$ cat src/rtl/zmap_pkg.sv
// Constants for flash boot partitioning and pointer decoding.
// Assumes a single core clock and an APB register port.
// Operation
// - 16 KB boot size from two-bit fuse.
// - 16 KB boot start is reset address.
// - 32 KB boot sizes and start addresses.
// - 64 KB boot sizes and start addresses.
// - 16 KB region boundary at word 0x1C00.
// - 32 KB region boundary at word 0x3800.
// - 64 KB region boundary at word 0x7000.
// - Counter width sets page field top bit.
// - 64-word pages, word field Z6 to Z1.
// - 128-word pages, fields Z7:Z1 and Z15:Z8.
// - Erase and write use page field.
// - Page load uses word field as index.
// - Counter bit n maps to pointer n+1.
// - Pointer bit zero picks read byte.
// - Region program sets busy flag, blocks reads.
// - Command lapses unless store within four cycles.
// - Re-enable plus store clears busy flag.
// - Stall core while programming protected region.
package zmap_pkg;
   typedef enum logic [1:0] {VAR_16K, VAR_32K, VAR_64K} variant_t;
   typedef enum logic [1:0] {ST_IDLE, ST_ARMED, ST_PROG} seq_state_t;

   // Per-variant geometry, indexed by the variant.
   localparam int          PC_TOP     [3] = '{12, 13, 14};
   localparam int          PAGE_TOP   [3] = '{5, 5, 6};
   localparam int          BOOT_MIN   [3] = '{128, 256, 512};
   localparam logic [15:0] PROT_START [3] = '{16'h1C00, 16'h3800, 16'h7000};

   // Register byte offsets.
   localparam logic [7:0]  CTRL_OFS   = 8'h00;
   localparam logic [7:0]  ZPTR_OFS   = 8'h04;
   localparam logic [7:0]  STORE_OFS  = 8'h08;
   localparam logic [7:0]  DATA_OFS   = 8'h0C;
   localparam logic [7:0]  INFO_OFS   = 8'h10;

   // Control register fields; PROT_BIT is a field of the info register.
   localparam int          SE_BIT     = 0;
   localparam int          ERASE_BIT  = 1;
   localparam int          WRITE_BIT  = 2;
   localparam int          REEN_BIT   = 4;
   localparam int          BUSY_BIT   = 6;
   localparam int          PROT_BIT   = 16;

   localparam logic [2:0]  WIN_CYC    = 3'h4;
   localparam logic [2:0]  WIN_LAST   = 3'h1;
   localparam logic [1:0]  FUSE_RST   = 2'h3;
endpackage
$ cat src/rtl/zmap_if.sv
// Carrier between the sequencer and the pointer decoder.
// Assumes the decoder is purely combinational.
`timescale 1ns/1ps
interface zmap_if;
   logic [15:0] zptr;
   logic [1:0]  fuse;
   logic [7:0]  page_sel;
   logic [6:0]  word_sel;
   logic        in_prot;
   logic [15:0] boot_start;
   modport dec (input zptr, input fuse, output page_sel, output word_sel,
                output in_prot, output boot_start);
   modport ctl (output zptr, output fuse, input page_sel, input word_sel,
                input in_prot, input boot_start);
endinterface

$ cat src/rtl/boot_partition_zmap.sv
// Self-programming sequencer: command window, page buffer, region busy and stall.
// Assumes an APB master on pclk and a flash macro that reports completion.
`timescale 1ns/1ps
module boot_partition_zmap #(
   parameter zmap_pkg::variant_t VARIANT = zmap_pkg::VAR_16K
) (
   input  wire logic        pclk,
   input  wire logic        presetn,
   input  wire logic        psel,
   input  wire logic        penable,
   input  wire logic        pwrite,
   input  wire logic [7:0]  paddr,
   input  wire logic [31:0] pwdata,
   output      logic [31:0] prdata,
   output      logic        pready,
   output      logic        pslverr,
   input  wire logic        boot_size_fuse_hi,
   input  wire logic        boot_size_fuse_lo,
   input  wire logic [15:0] flash_rdata,
   output      logic [14:0] flash_raddr,
   input  wire logic        prog_done,
   output      logic [7:0]  prog_page,
   output      logic        prog_erase,
   output      logic        prog_write,
   input  wire logic [6:0]  buf_rd_idx,
   output      logic [15:0] buf_rd_word,
   output      logic        cpu_stall,
   output      logic [15:0] boot_reset_addr
);
   import zmap_pkg::*;

   localparam int          PWT      = PAGE_TOP[VARIANT];
   localparam int          PCT      = PC_TOP[VARIANT];
   localparam logic [16:0] FLASH_W  = 17'(1 << (PCT + 1));
   localparam logic [15:0] WMASK    = 16'((1 << (PWT + 1)) - 1);
   localparam logic [15:0] PMASK    = 16'((1 << (PCT - PWT)) - 1);
   localparam logic [15:0] BOOT_RST = 16'(FLASH_W - 17'(BOOT_MIN[VARIANT]));

   zmap_if dz ();

   seq_state_t  st_q;
   logic [2:0]  win_q;
   logic        store_enable_q, cmd_erase_q, cmd_write_q, cmd_reen_q;
   logic        region_busy_q;
   logic [15:0] zptr_q, data_q;
   logic [1:0]  fuse_meta_q, fuse_q;
   logic [31:0] prdata_q, rd_d;
   logic        pready_q, pslverr_q, err_d;
   logic [14:0] flash_raddr_q;
   logic [7:0]  prog_page_q;
   logic        prog_erase_q, prog_write_q, cpu_stall_q;
   logic [15:0] buf_rd_word_q, boot_reset_addr_q;
   logic [15:0] buf_mem [128];
   logic        acc, wr_go, wr_ctrl, spm_go, blocked;
   logic        prog_start, reen_go, load_go;

   zmap_decode #(.VARIANT(VARIANT)) u_dec (.z(dz));

   assign dz.zptr = zptr_q;
   assign dz.fuse = fuse_q;

   //////////////////////////////////////////////////////////////////////////
   // APB decode. One wait state lets read data come from a flop.
   assign acc     = psel & penable & ~pready_q;
   assign wr_go   = psel & penable & pready_q & pwrite;
   assign wr_ctrl = wr_go && (paddr == CTRL_OFS);
   assign spm_go  = wr_go && (paddr == STORE_OFS);
   assign blocked = region_busy_q & ~dz.in_prot;

   // Command outcomes when the store instruction lands inside the window.
   assign prog_start = (st_q == ST_ARMED) && spm_go && (cmd_erase_q || cmd_write_q);
   assign reen_go    = (st_q == ST_ARMED) && spm_go && !cmd_erase_q && !cmd_write_q
                       && cmd_reen_q;
   assign load_go    = (st_q == ST_ARMED) && spm_go && !cmd_erase_q && !cmd_write_q
                       && !cmd_reen_q;

   assign prdata          = prdata_q;
   assign pready          = pready_q;
   assign pslverr         = pslverr_q;
   assign flash_raddr     = flash_raddr_q;
   assign prog_page       = prog_page_q;
   assign prog_erase      = prog_erase_q;
   assign prog_write      = prog_write_q;
   assign buf_rd_word     = buf_rd_word_q;
   assign cpu_stall       = cpu_stall_q;
   assign boot_reset_addr = boot_reset_addr_q;

   //////////////////////////////////////////////////////////////////////////
   // Fuse pins are static straps but still come from outside the clock.
   always_ff @(posedge pclk or negedge presetn) begin
      if (!presetn) begin
         fuse_meta_q <= FUSE_RST;
         fuse_q      <= FUSE_RST;
      end else begin
         fuse_meta_q <= {boot_size_fuse_hi, boot_size_fuse_lo};
         fuse_q      <= fuse_meta_q;
      end
   end

   // Boot reset address follows the synchronised fuse.
   always_ff @(posedge pclk or negedge presetn) begin
      if (!presetn) begin
         boot_reset_addr_q <= BOOT_RST;
      end else begin
         boot_reset_addr_q <= dz.boot_start;
      end
   end

   //////////////////////////////////////////////////////////////////////////
   // Pointer and load-data registers; the flash read address tracks the pointer.
   always_ff @(posedge pclk or negedge presetn) begin
      if (!presetn) begin
         zptr_q        <= 16'h0000;
         data_q        <= 16'h0000;
         flash_raddr_q <= 15'h0000;
      end else begin
         if (wr_go && (paddr == ZPTR_OFS)) begin
            zptr_q <= pwdata[15:0];
         end
         if (wr_go && (paddr == DATA_OFS)) begin
            data_q <= pwdata[15:0];
         end
         flash_raddr_q <= zptr_q[15:1];
      end
   end

   //////////////////////////////////////////////////////////////////////////
   // Command sequencer. A new command is only taken while idle, which is
   // why software must see store enable clear before writing again.
   always_ff @(posedge pclk or negedge presetn) begin
      if (!presetn) begin
         st_q           <= ST_IDLE;
         win_q          <= 3'h0;
         store_enable_q <= 1'b0;
         cmd_erase_q    <= 1'b0;
         cmd_write_q    <= 1'b0;
         cmd_reen_q     <= 1'b0;
      end else begin
         case (st_q)
            ST_IDLE: begin
               if (wr_ctrl && pwdata[SE_BIT]) begin
                  st_q           <= ST_ARMED;
                  win_q          <= WIN_CYC;
                  store_enable_q <= 1'b1;
                  cmd_erase_q    <= pwdata[ERASE_BIT];
                  cmd_write_q    <= pwdata[WRITE_BIT];
                  cmd_reen_q     <= pwdata[REEN_BIT];
               end
            end
            ST_ARMED: begin
               if (prog_start) begin
                  st_q <= ST_PROG;
               end else if (spm_go || win_q == WIN_LAST) begin
                  st_q           <= ST_IDLE;
                  store_enable_q <= 1'b0;
                  cmd_erase_q    <= 1'b0;
                  cmd_write_q    <= 1'b0;
                  cmd_reen_q     <= 1'b0;
               end else begin
                  win_q <= win_q - 3'h1;
               end
            end
            ST_PROG: begin
               if (prog_done) begin
                  st_q           <= ST_IDLE;
                  store_enable_q <= 1'b0;
                  cmd_erase_q    <= 1'b0;
                  cmd_write_q    <= 1'b0;
                  cmd_reen_q     <= 1'b0;
               end
            end
            default: begin
               st_q <= ST_IDLE;
            end
         endcase
      end
   end

   //////////////////////////////////////////////////////////////////////////
   // Region busy: set when the readable region is programmed, cleared by a
   // re-enable or by a page load. The set case cannot meet a clear case.
   always_ff @(posedge pclk or negedge presetn) begin
      if (!presetn) begin
         region_busy_q <= 1'b0;
      end else if (prog_start && !dz.in_prot) begin
         region_busy_q <= 1'b1;
      end else if (reen_go || load_go) begin
         region_busy_q <= 1'b0;
      end
   end

   // Flash macro strobes and the core stall for the protected region.
   always_ff @(posedge pclk or negedge presetn) begin
      if (!presetn) begin
         prog_page_q  <= 8'h00;
         prog_erase_q <= 1'b0;
         prog_write_q <= 1'b0;
         cpu_stall_q  <= 1'b0;
      end else begin
         prog_erase_q <= prog_start && cmd_erase_q;
         prog_write_q <= prog_start && cmd_write_q && !cmd_erase_q;
         if (prog_start) begin
            prog_page_q <= dz.page_sel;
            cpu_stall_q <= dz.in_prot;
         end else if (prog_done) begin
            cpu_stall_q <= 1'b0;
         end
      end
   end

   // Temporary page buffer; not reset since it only holds data.
   always_ff @(posedge pclk) begin
      if (load_go) begin
         buf_mem[dz.word_sel] <= data_q;
      end
      buf_rd_word_q <= buf_mem[buf_rd_idx];
   end

   //////////////////////////////////////////////////////////////////////////
   // Read mux. Reads of the busy region answer with an error, not stale data.
   always_comb begin
      rd_d  = 32'h0000_0000;
      err_d = 1'b0;
      case (paddr)
         CTRL_OFS: begin
            rd_d[SE_BIT]    = store_enable_q;
            rd_d[ERASE_BIT] = cmd_erase_q;
            rd_d[WRITE_BIT] = cmd_write_q;
            rd_d[REEN_BIT]  = cmd_reen_q;
            rd_d[BUSY_BIT]  = region_busy_q;
         end
         ZPTR_OFS:  rd_d[15:0] = zptr_q;
         STORE_OFS: rd_d = 32'h0000_0000;
         DATA_OFS: begin
            err_d     = blocked;
            rd_d[7:0] = zptr_q[0] ? flash_rdata[15:8] : flash_rdata[7:0];
         end
         INFO_OFS: begin
            rd_d[15:0]     = boot_reset_addr_q;
            rd_d[PROT_BIT] = dz.in_prot;
         end
         default:   err_d = 1'b1;
      endcase
   end

   always_ff @(posedge pclk or negedge presetn) begin
      if (!presetn) begin
         pready_q  <= 1'b0;
         pslverr_q <= 1'b0;
         prdata_q  <= 32'h0000_0000;
      end else begin
         pready_q  <= acc;
         pslverr_q <= acc && err_d && !(pwrite && paddr == DATA_OFS);  // Loads never refused.
         if (acc && !pwrite) begin
            prdata_q <= err_d ? 32'h0000_0000 : rd_d;
         end
      end
   end
endmodule

$ cat src/rtl/zmap_decode.sv
// Splits the address pointer into page and word fields and places the boot section.
// Assumes the fuse value is already synchronous to the core clock.
`timescale 1ns/1ps
module zmap_decode #(
   parameter zmap_pkg::variant_t VARIANT = zmap_pkg::VAR_16K
) (
   zmap_if.dec z
);
   import zmap_pkg::*;
   localparam int          PWT     = PAGE_TOP[VARIANT];
   localparam int          PCT     = PC_TOP[VARIANT];
   localparam logic [16:0] FLASH_W = 17'(1 << (PCT + 1));
   localparam logic [15:0] WMASK   = 16'((1 << (PWT + 1)) - 1);
   localparam logic [15:0] PMASK   = 16'((1 << (PCT - PWT)) - 1);
   localparam logic [15:0] NPAGE   = PROT_START[VARIANT] >> (PWT + 1);

   logic [15:0] wide_word;
   logic [15:0] wide_page;
   logic [16:0] boot_len;
   logic [16:0] start_w;

   //////////////////////////////////////////////////////////////////////////
   // Pointer bit zero is a byte select, so fields sit one bit higher.
   always_comb begin
      wide_word    = (z.zptr >> 1) & WMASK;
      wide_page    = (z.zptr >> (PWT + 2)) & PMASK;
      boot_len     = 17'(BOOT_MIN[VARIANT]) << (~z.fuse);
      start_w      = FLASH_W - boot_len;
      z.word_sel   = wide_word[6:0];
      z.page_sel   = wide_page[7:0];
      z.in_prot    = wide_page >= NPAGE;
      z.boot_start = start_w[15:0];
   end
endmodule

$ cat config.mk
export PLATFORM = sky130hd
export DESIGN_NAME = boot_partition_zmap
export DESIGN_NICKNAME = d
export VERILOG_FILES = /design/src/rtl/zmap_pkg.sv /design/src/rtl/zmap_if.sv /design/src/rtl/boot_partition_zmap.sv /design/src/rtl/zmap_decode.sv
export SDC_FILE = /design/constraint.sdc
export NUM_CORES = 1
export LEC_CHECK = 0
export ABC_AREA = 1
export BUFFER_PORTS_ARGS = -buffer_cell sky130_fd_sc_hd__buf_4
export CORE_MARGIN = 8
export CORE_UTILIZATION = 50
export CTS_CLUSTER_DIAMETER = 80
export CTS_CLUSTER_SIZE = 20
export DETAILED_ROUTE_END_ITERATION = 7
export PLACE_DENSITY_LB_ADDON = 0.08
export SLEW_MARGIN = 5
export SYNTH_ARGS = -nofsm -noshare
export SYNTH_HDL_FRONTEND = slang
export SYNTH_SLANG_ARGS = --single-unit
$ cat constraint.sdc
create_clock -name pclk -period 2.58 [get_ports pclk]
set_input_delay 0.129 -clock pclk [delete_from_list [all_inputs] [get_ports pclk]]
set_output_delay 0.129 -clock pclk [all_outputs]
set_load 0.02 [all_outputs]
==> results of run 1 <==
## how the worst max path moves through the flow
stage / endpoint / startpoint / depth (start not counted) / slack [ns]
final: buf_mem[62][3] / st_q[1] / 9 / 0.17
after CTS: buf_mem[13][14] / st_q[1] / 8 / 0.16
after global placement: buf_mem[13][15] / paddr[7] / 10 / 0.15
after global routing: buf_mem[62][4] / st_q[1] / 9 / -0.004
after floorplan: buf_mem[0][0] / pready / 6 / -0.07
after detailed placement: buf_mem[13][15] / paddr[7] / 10 / 0.11
## area by class of cell
class	count	area, µm²	area share (%)
multi-input cells	2539	10900	21.01
clock buffers	95	1824	3.515
repair buffers	353	3841	7.400
diodes	1	2.502	0.004821
clock inverters	7	90.09	0.1736
well taps	1176	1471	2.835
inverters	60	242.7	0.4677
flip-flops and latches	1137	33530	64.60
## layout by cell type, fill, tap and decap left out, types with 3 or more instances in the layout
cell type	count
buf_12	86
nand2_1	1434
edfxtp_1	1024
ha_1	7
nor2_1	78
o211ai_1	6
nand3b_1	3
conb_1	27
dfrtp_1	71
nand4_1	9
o21ai_0	54
clkinv_8	4
dfxtp_1	16
dfrtp_2	16
inv_1	55
clkbuf_16	69
dlygate4sd3_1	40
buf_4	225
dfstp_2	10
clkbuf_1	26
nand3_1	907
nor2_2	6
## worst max-delay path, cell delays in order (launching register included)
cell	delay [ns]
dfrtp_1	0.43
inv_1	0.09
ha_1	0.16
nand3_1	0.19
nor3_4	0.30
buf_4	0.16
nand4_1	0.06
buf_4	0.25
nor2_1	0.15
buf_4	0.27
## state kept, by name, summed over array words and instances (netlist names), 2 cells and up
signal,count
fuse_meta_q,2
buf_rd_word,16
boot_reset_addr,7
flash_raddr,15
win_q,3
buf_mem,1024
dz.zptr,16
prog_page,7
st_q,2
data_q,16
prdata,17
dz.fuse,2
## metal layers
metal	vias up	share of wire [%]	GRT usage, %
met5	-	0.011	0
met4	2	2.5	6.533
met3	154	6.1	3.506
met2	855	48	39.82
met1	14570	43	32.93
li1	14080	-	-
## power by group
| part | internal [mW] | leakage [nW] | switching [mW] |
|---|---|---|---|
| Sequential | 19.9 | 8.79 | 0.109 |
| Clock | 4.99 | 0.921 | 5.86 |
| Combinational | 0.815 | 9.19 | 1.72 |
| Total | 25.7 | 18.9 | 7.69 |
## cells by family (layout without fill, tap and decap cells)
group,Yosys count,count (layout),synth area share (%)
DFF,1137,1137,73.45
buffers and inverters,317,515,2.880
AOI/OAI and AO/OA,61,61,0.7021
xor gates and xnor gates,1,1,0.01920
muxes,2,2,0.04388
and+or+nand+nor,2441,2441,22.70
other,2,28,0.01646
adders and majority gates,7,7,0.1920
## what timing repair did
action | in CTS | in global routing
hold endpoints to repair | 123 | 0
setup endpoints to repair | 0 | 13
hold buffers | 40 | 0
resized for setup | 0 | 1
setup buffers | 0 | 2
==> impl_metrics.yaml, run 1 <==
cells_and_area:
  layout-drive-gt1-share_pct: 10.16
  fin_area_um2: 51900
  post-route-util_pct: 57.49
  final_cells: 5368
  layout.nets: 4236
  nFillCells: 7456
  syn_to_final_growth_pct: 13.77
logic_synthesis:
  syn_inst: 3968
  ys_ff_latch: 1137
  yosys.area.top_type_share_pct: 67.40
  avgSynthCellArea_um2: 11.50
  synth.top_cells.by_count: "nand2_1 (1434), edfxtp_1 (1024), nand3_1 (907)"
  yosysMostFrequentCell: "nand2_1"
  yosys-top-cells-area: "edfxtp_1 (67%), nand2_1 (12%), nand3_1 (9.9%), dfrtp_1 (4.8%), clkbuf_1 (1.3%)"
  synth_edf_count: 1024
  synthFlopType: "edfxtp_1"
  ys_types: 28
  synth_top_area_cell: "edfxtp_1"
  yosysWarningCount: 0
  async_flop_share_pct: 8.531
  yosysSeqAreaShare_pct: 73.45
  syn-cell-area_um2: 45620
floorplanning:
  rows: 110
  die_x_um: 318.1
  core_area_um2: 90290
  io_pins: 163
  initial_utilization_pct: 50.53
  dieArea_um2: 101200
  fp.dieH_um: 318.1
setup_path:
  cp.arrival_ns: 2.72
  criticalPathCategory: "reg2reg"
  reg2reg_from: "st_q[1]"
  startpoint_type: "flop"
  path_max_fanout: 16
  cp-end-kind: "flop"
  r2r_cells: 9
  rrSetupSlack_ns: 0.17
  critPathRequiredTime_ns: 2.89
  rr_endpoint: "buf_mem[62][3]"
cts:
  clk_latency_ns: 0.64
  cts_tree: "built"
  cts_buffer_depth: 3
  numClockSinks: 1137
  ctsRootBufferMaster: "clkbuf_16"
  numCtsBuffers: 67
  clkTransAtPathRegs_ns: 0.09
  cts.htree.levels: 3
placement:
  port_buffers: 120
  hpwl_mm: 74.10
  placed_cell_area_um2: 49570
  gp_congestion: 0.8280
  placed_cells: 5223
  place_ws_ns: 0.1084
global_route:
  grt_pass1_vias: 28690
  grt_max_degree: 169
  grt_overflow: 0
  grt_pass1_wl_mm: 184.2
  grt_use_total_pct: 23.91
  antenna_found_initial: 1
hold_path:
  hold_depth: 5
  hold_path_end: "prog_erase"
  hold_start: "psel"
  hold_class: "in2reg"
timing:
  finClkSkew_ns: 0.03972
  max_freq_ghz: 0.4148
  fin_ws_ns: 0.1694
  finalCriticalPeriod_ns: 2.411
  tightest_slew_ns: 0.9387
  final_hold_viol_count: 0
  drv_slew: 0
  finalSetupViolCount: 0
  whs_ns: 0.05398
  final.setup.tns_ns: 0
  max_slew_margin_pct: 37.42
  post-route-period-util_pct: 93.43
detailed_routing:
  drt_iter0_markers: 2836
  drt-total-wl_mm: 123.7
  drt_pre_antenna_iters: 5
  ant_nets: 0
  drt-wirelength-per-cell_um: 23.05
  via_count: 29660
  vias_per_cell: 5.525
  drc_errors: 0
power_and_ir_drop:
  ir_drop_mv: 0.6158
  power.leakage_nw: 18.90
  powerDensity_nw_per_um2: 642.9
  p_total_mw: 33.37
run:
  drv_cap: 0
run_status:
  status: "completed"
Note: power is estimated with default switching activity, not from simulation.
==> inputs of run 2 (changes only) <==
--- a/config.mk
+++ b/config.mk
@@ -13,6 +13,7 @@
 export CTS_CLUSTER_SIZE = 20
 export DETAILED_ROUTE_END_ITERATION = 7
 export PLACE_DENSITY_LB_ADDON = 0.08
+export REMOVE_ABC_BUFFERS = 1
 export SLEW_MARGIN = 5
 export SYNTH_ARGS = -nofsm -noshare
 export SYNTH_HDL_FRONTEND = slang
==> run 2 against run 1 <==
Effect of this change: total power grew 0.20%; clock power is essentially flat; routed wire length shrank 0.77%; clock-buffer cell count grew 7; largest power group unchanged; critical path depth shrank 1; global-route usage shrank 0.23 points; non-clock buffer count shrank 12.
==> impl_metrics.yaml, run 2 (synthesis gave the netlist of run 1 again) <==
cells_and_area:
  layout.nets: 4224
  fin_area_um2: 51810
  post-route-util_pct: 57.38
  diodes: 0
  top_register: "buf_mem"
  syn_to_final_growth_pct: 13.55
  layout-drive-gt1-share_pct: 10.02
  largest_register_ff_count: 1024
  layout_common_cells: "nand2_1 (1434), edfxtp_1 (1024), nand3_1 (907)"
  final_cells: 5358
  final_common_cell: "nand2_1"
power_and_ir_drop:
  p_sw_share_pct: 22.89
  power.leakage_nw: 18.82
  internal-power_mw: 25.78
  seqPwrFrac_pct: 59.7
  combinationalPowerShare_pct: 7.6
  netSwitchingPower_mw: 7.654
  p_clk_share_pct: 32.7
  p_total_mw: 33.44
  ir_drop_mv: 0.4348
  powerDensity_nw_per_um2: 645.4
hold_path:
  hold_class: "in2reg"
timing:
  max_freq_ghz: 0.4302
  final.setup.tns_ns: 0
  max_slew_margin_pct: 36.11
  drv_slew: 0
  finalSetupViolCount: 0
  finClkSkew_ns: 0.02438
  fin_ws_ns: 0.2553
  tightest_slew_ns: 0.9583
  post-route-period-util_pct: 90.11
  whs_ns: 0.04674
  grt_setup_unrepaired: "no"
  final_hold_viol_count: 0
  finalCriticalPeriod_ns: 2.325
global_route:
  grt_use_total_pct: 23.68
  grt_pass1_vias: 28120
  grt_overflow: 0
  antenna_found_initial: 0
  grt_max_degree: 121
  grt_pass1_wl_mm: 181.8
cts:
  cts_resized: 0
  numCtsBuffers: 67
  cts_tree: "built"
  clkTransAtPathRegs_ns: 0.08
  ctsRootBufferMaster: "clkbuf_16"
  clk_latency_ns: 0.64
  numClockSinks: 1137
  cts.htree.levels: 3
  cts_buffer_depth: 3
  post-cts-setup-buffers: 0
floorplanning:
  io_pins: 163
  core_area_um2: 90290
  rows: 110
  initial_utilization_pct: 50.53
  dieArea_um2: 101200
  die_x_um: 318.1
  fp.dieH_um: 318.1
run_status:
  status: "completed"
detailed_routing:
  drt_iter0_markers: 2716
  drt_pre_antenna_iters: 6
  vias_per_cell: 5.500
  dr_wl_met2_mm: 59.50
  drt-total-wl_mm: 122.8
  wl_met1_mm: 53.44
  drt-wirelength-per-cell_um: 22.91
  via_count: 29470
  ant_nets: 0
  highest_layer: "met4"
  drc_errors: 0
  met3_length_mm: 6.984
placement:
  place_ws_ns: 0.1874
  port_buffers: 120
  gp_congestion: 0.8490
  hpwl_mm: 75.05
  placed_cells: 5213
  placed_cell_area_um2: 49480
setup_path:
  critPathMaxStageDelay_ns: 0.42
  crit_top_cell: "buf_4"
  criticalPathCategory: "reg2reg"
  cp-end-kind: "flop"
  cpMaxStageDelayCell: "dfrtp_1"
  cp.arrival_ns: 2.63
  worstPathCellList: "inv_1 -> ha_1 -> nand3_1 -> nor3_4 -> nand4_1 -> buf_4 -> nor2_1 -> buf_4"
  path_max_fanout: 16
  critPathRequiredTime_ns: 2.88
  startpoint_type: "flop"
run:
  drv_cap: 0
run 2: cell type report:
cell class              instances  area [µm²]
flip-flops and latches       1137       33530
multi-input cells            2539       10920
repair buffers                341        3717
well taps                    1176        1471
clock inverters                 3       33.78
fillers                      7475       38480
inverters                      60       242.7
clock buffers                 102        1893
run 2: layer usage:
| layer | vias up | GRT usage (%) |
|---|---|---|
| met3 | 139 | 2.832 |
| met4 | 0 | 5.990 |
| li1 | 14060 | - |
| met5 | - | 0 |
| met2 | 857 | 39.50 |
| met1 | 14420 | 33.20 |
run 2: critical path: cells and delay by family (launching register included):
kind,cells,cell delay [ns]
AND/OR/NAND/NOR,4,0.77
adder cells (fa/ha/maj),1,0.17
flip-flops,1,0.42
buffers and inverters,3,0.64
run 2: final timing paths:
| path | startpoint | endpoint | slack, ns | cells past startpoint |
|---|---|---|---|---|
| max | st_q[1] | buf_mem[0][14] | 0.26 | 8 |
| min | paddr[5] | prdata[16] | 0.05 | 6 |
| max reg2reg | st_q[1] | buf_mem[0][14] | 0.26 | 8 |
| min reg2reg | fuse_meta_q[1] | dz.fuse[1] | 0.36 | 0 |
| max in group asynchronous | presetn | prdata[0] | 1.67 | 3 |
| min in group asynchronous | presetn | boot_reset_addr[13] | 0.20 | 2 |
run 2: timing repair:
| item | CTS | global route |
|---|---|---|
| endpoints found under the hold margin | 123 | 0 |
| hold buffers | 40 | 0 |
| setup endpoints to repair | 0 | 0 |
run 2: power by group through the flow:
stage	Combinational (mW)	Clock, mW	Sequential [mW]
3_5_place_dp	2.48	0	20.4
3_3_place_gp	2.46	0	20.4
6_report	2.53	10.9	20.0
5_1_grt	2.80	11.7	20.0
4_1_cts	2.54	11.2	20.0
2_1_floorplan	1.40	0	20.4
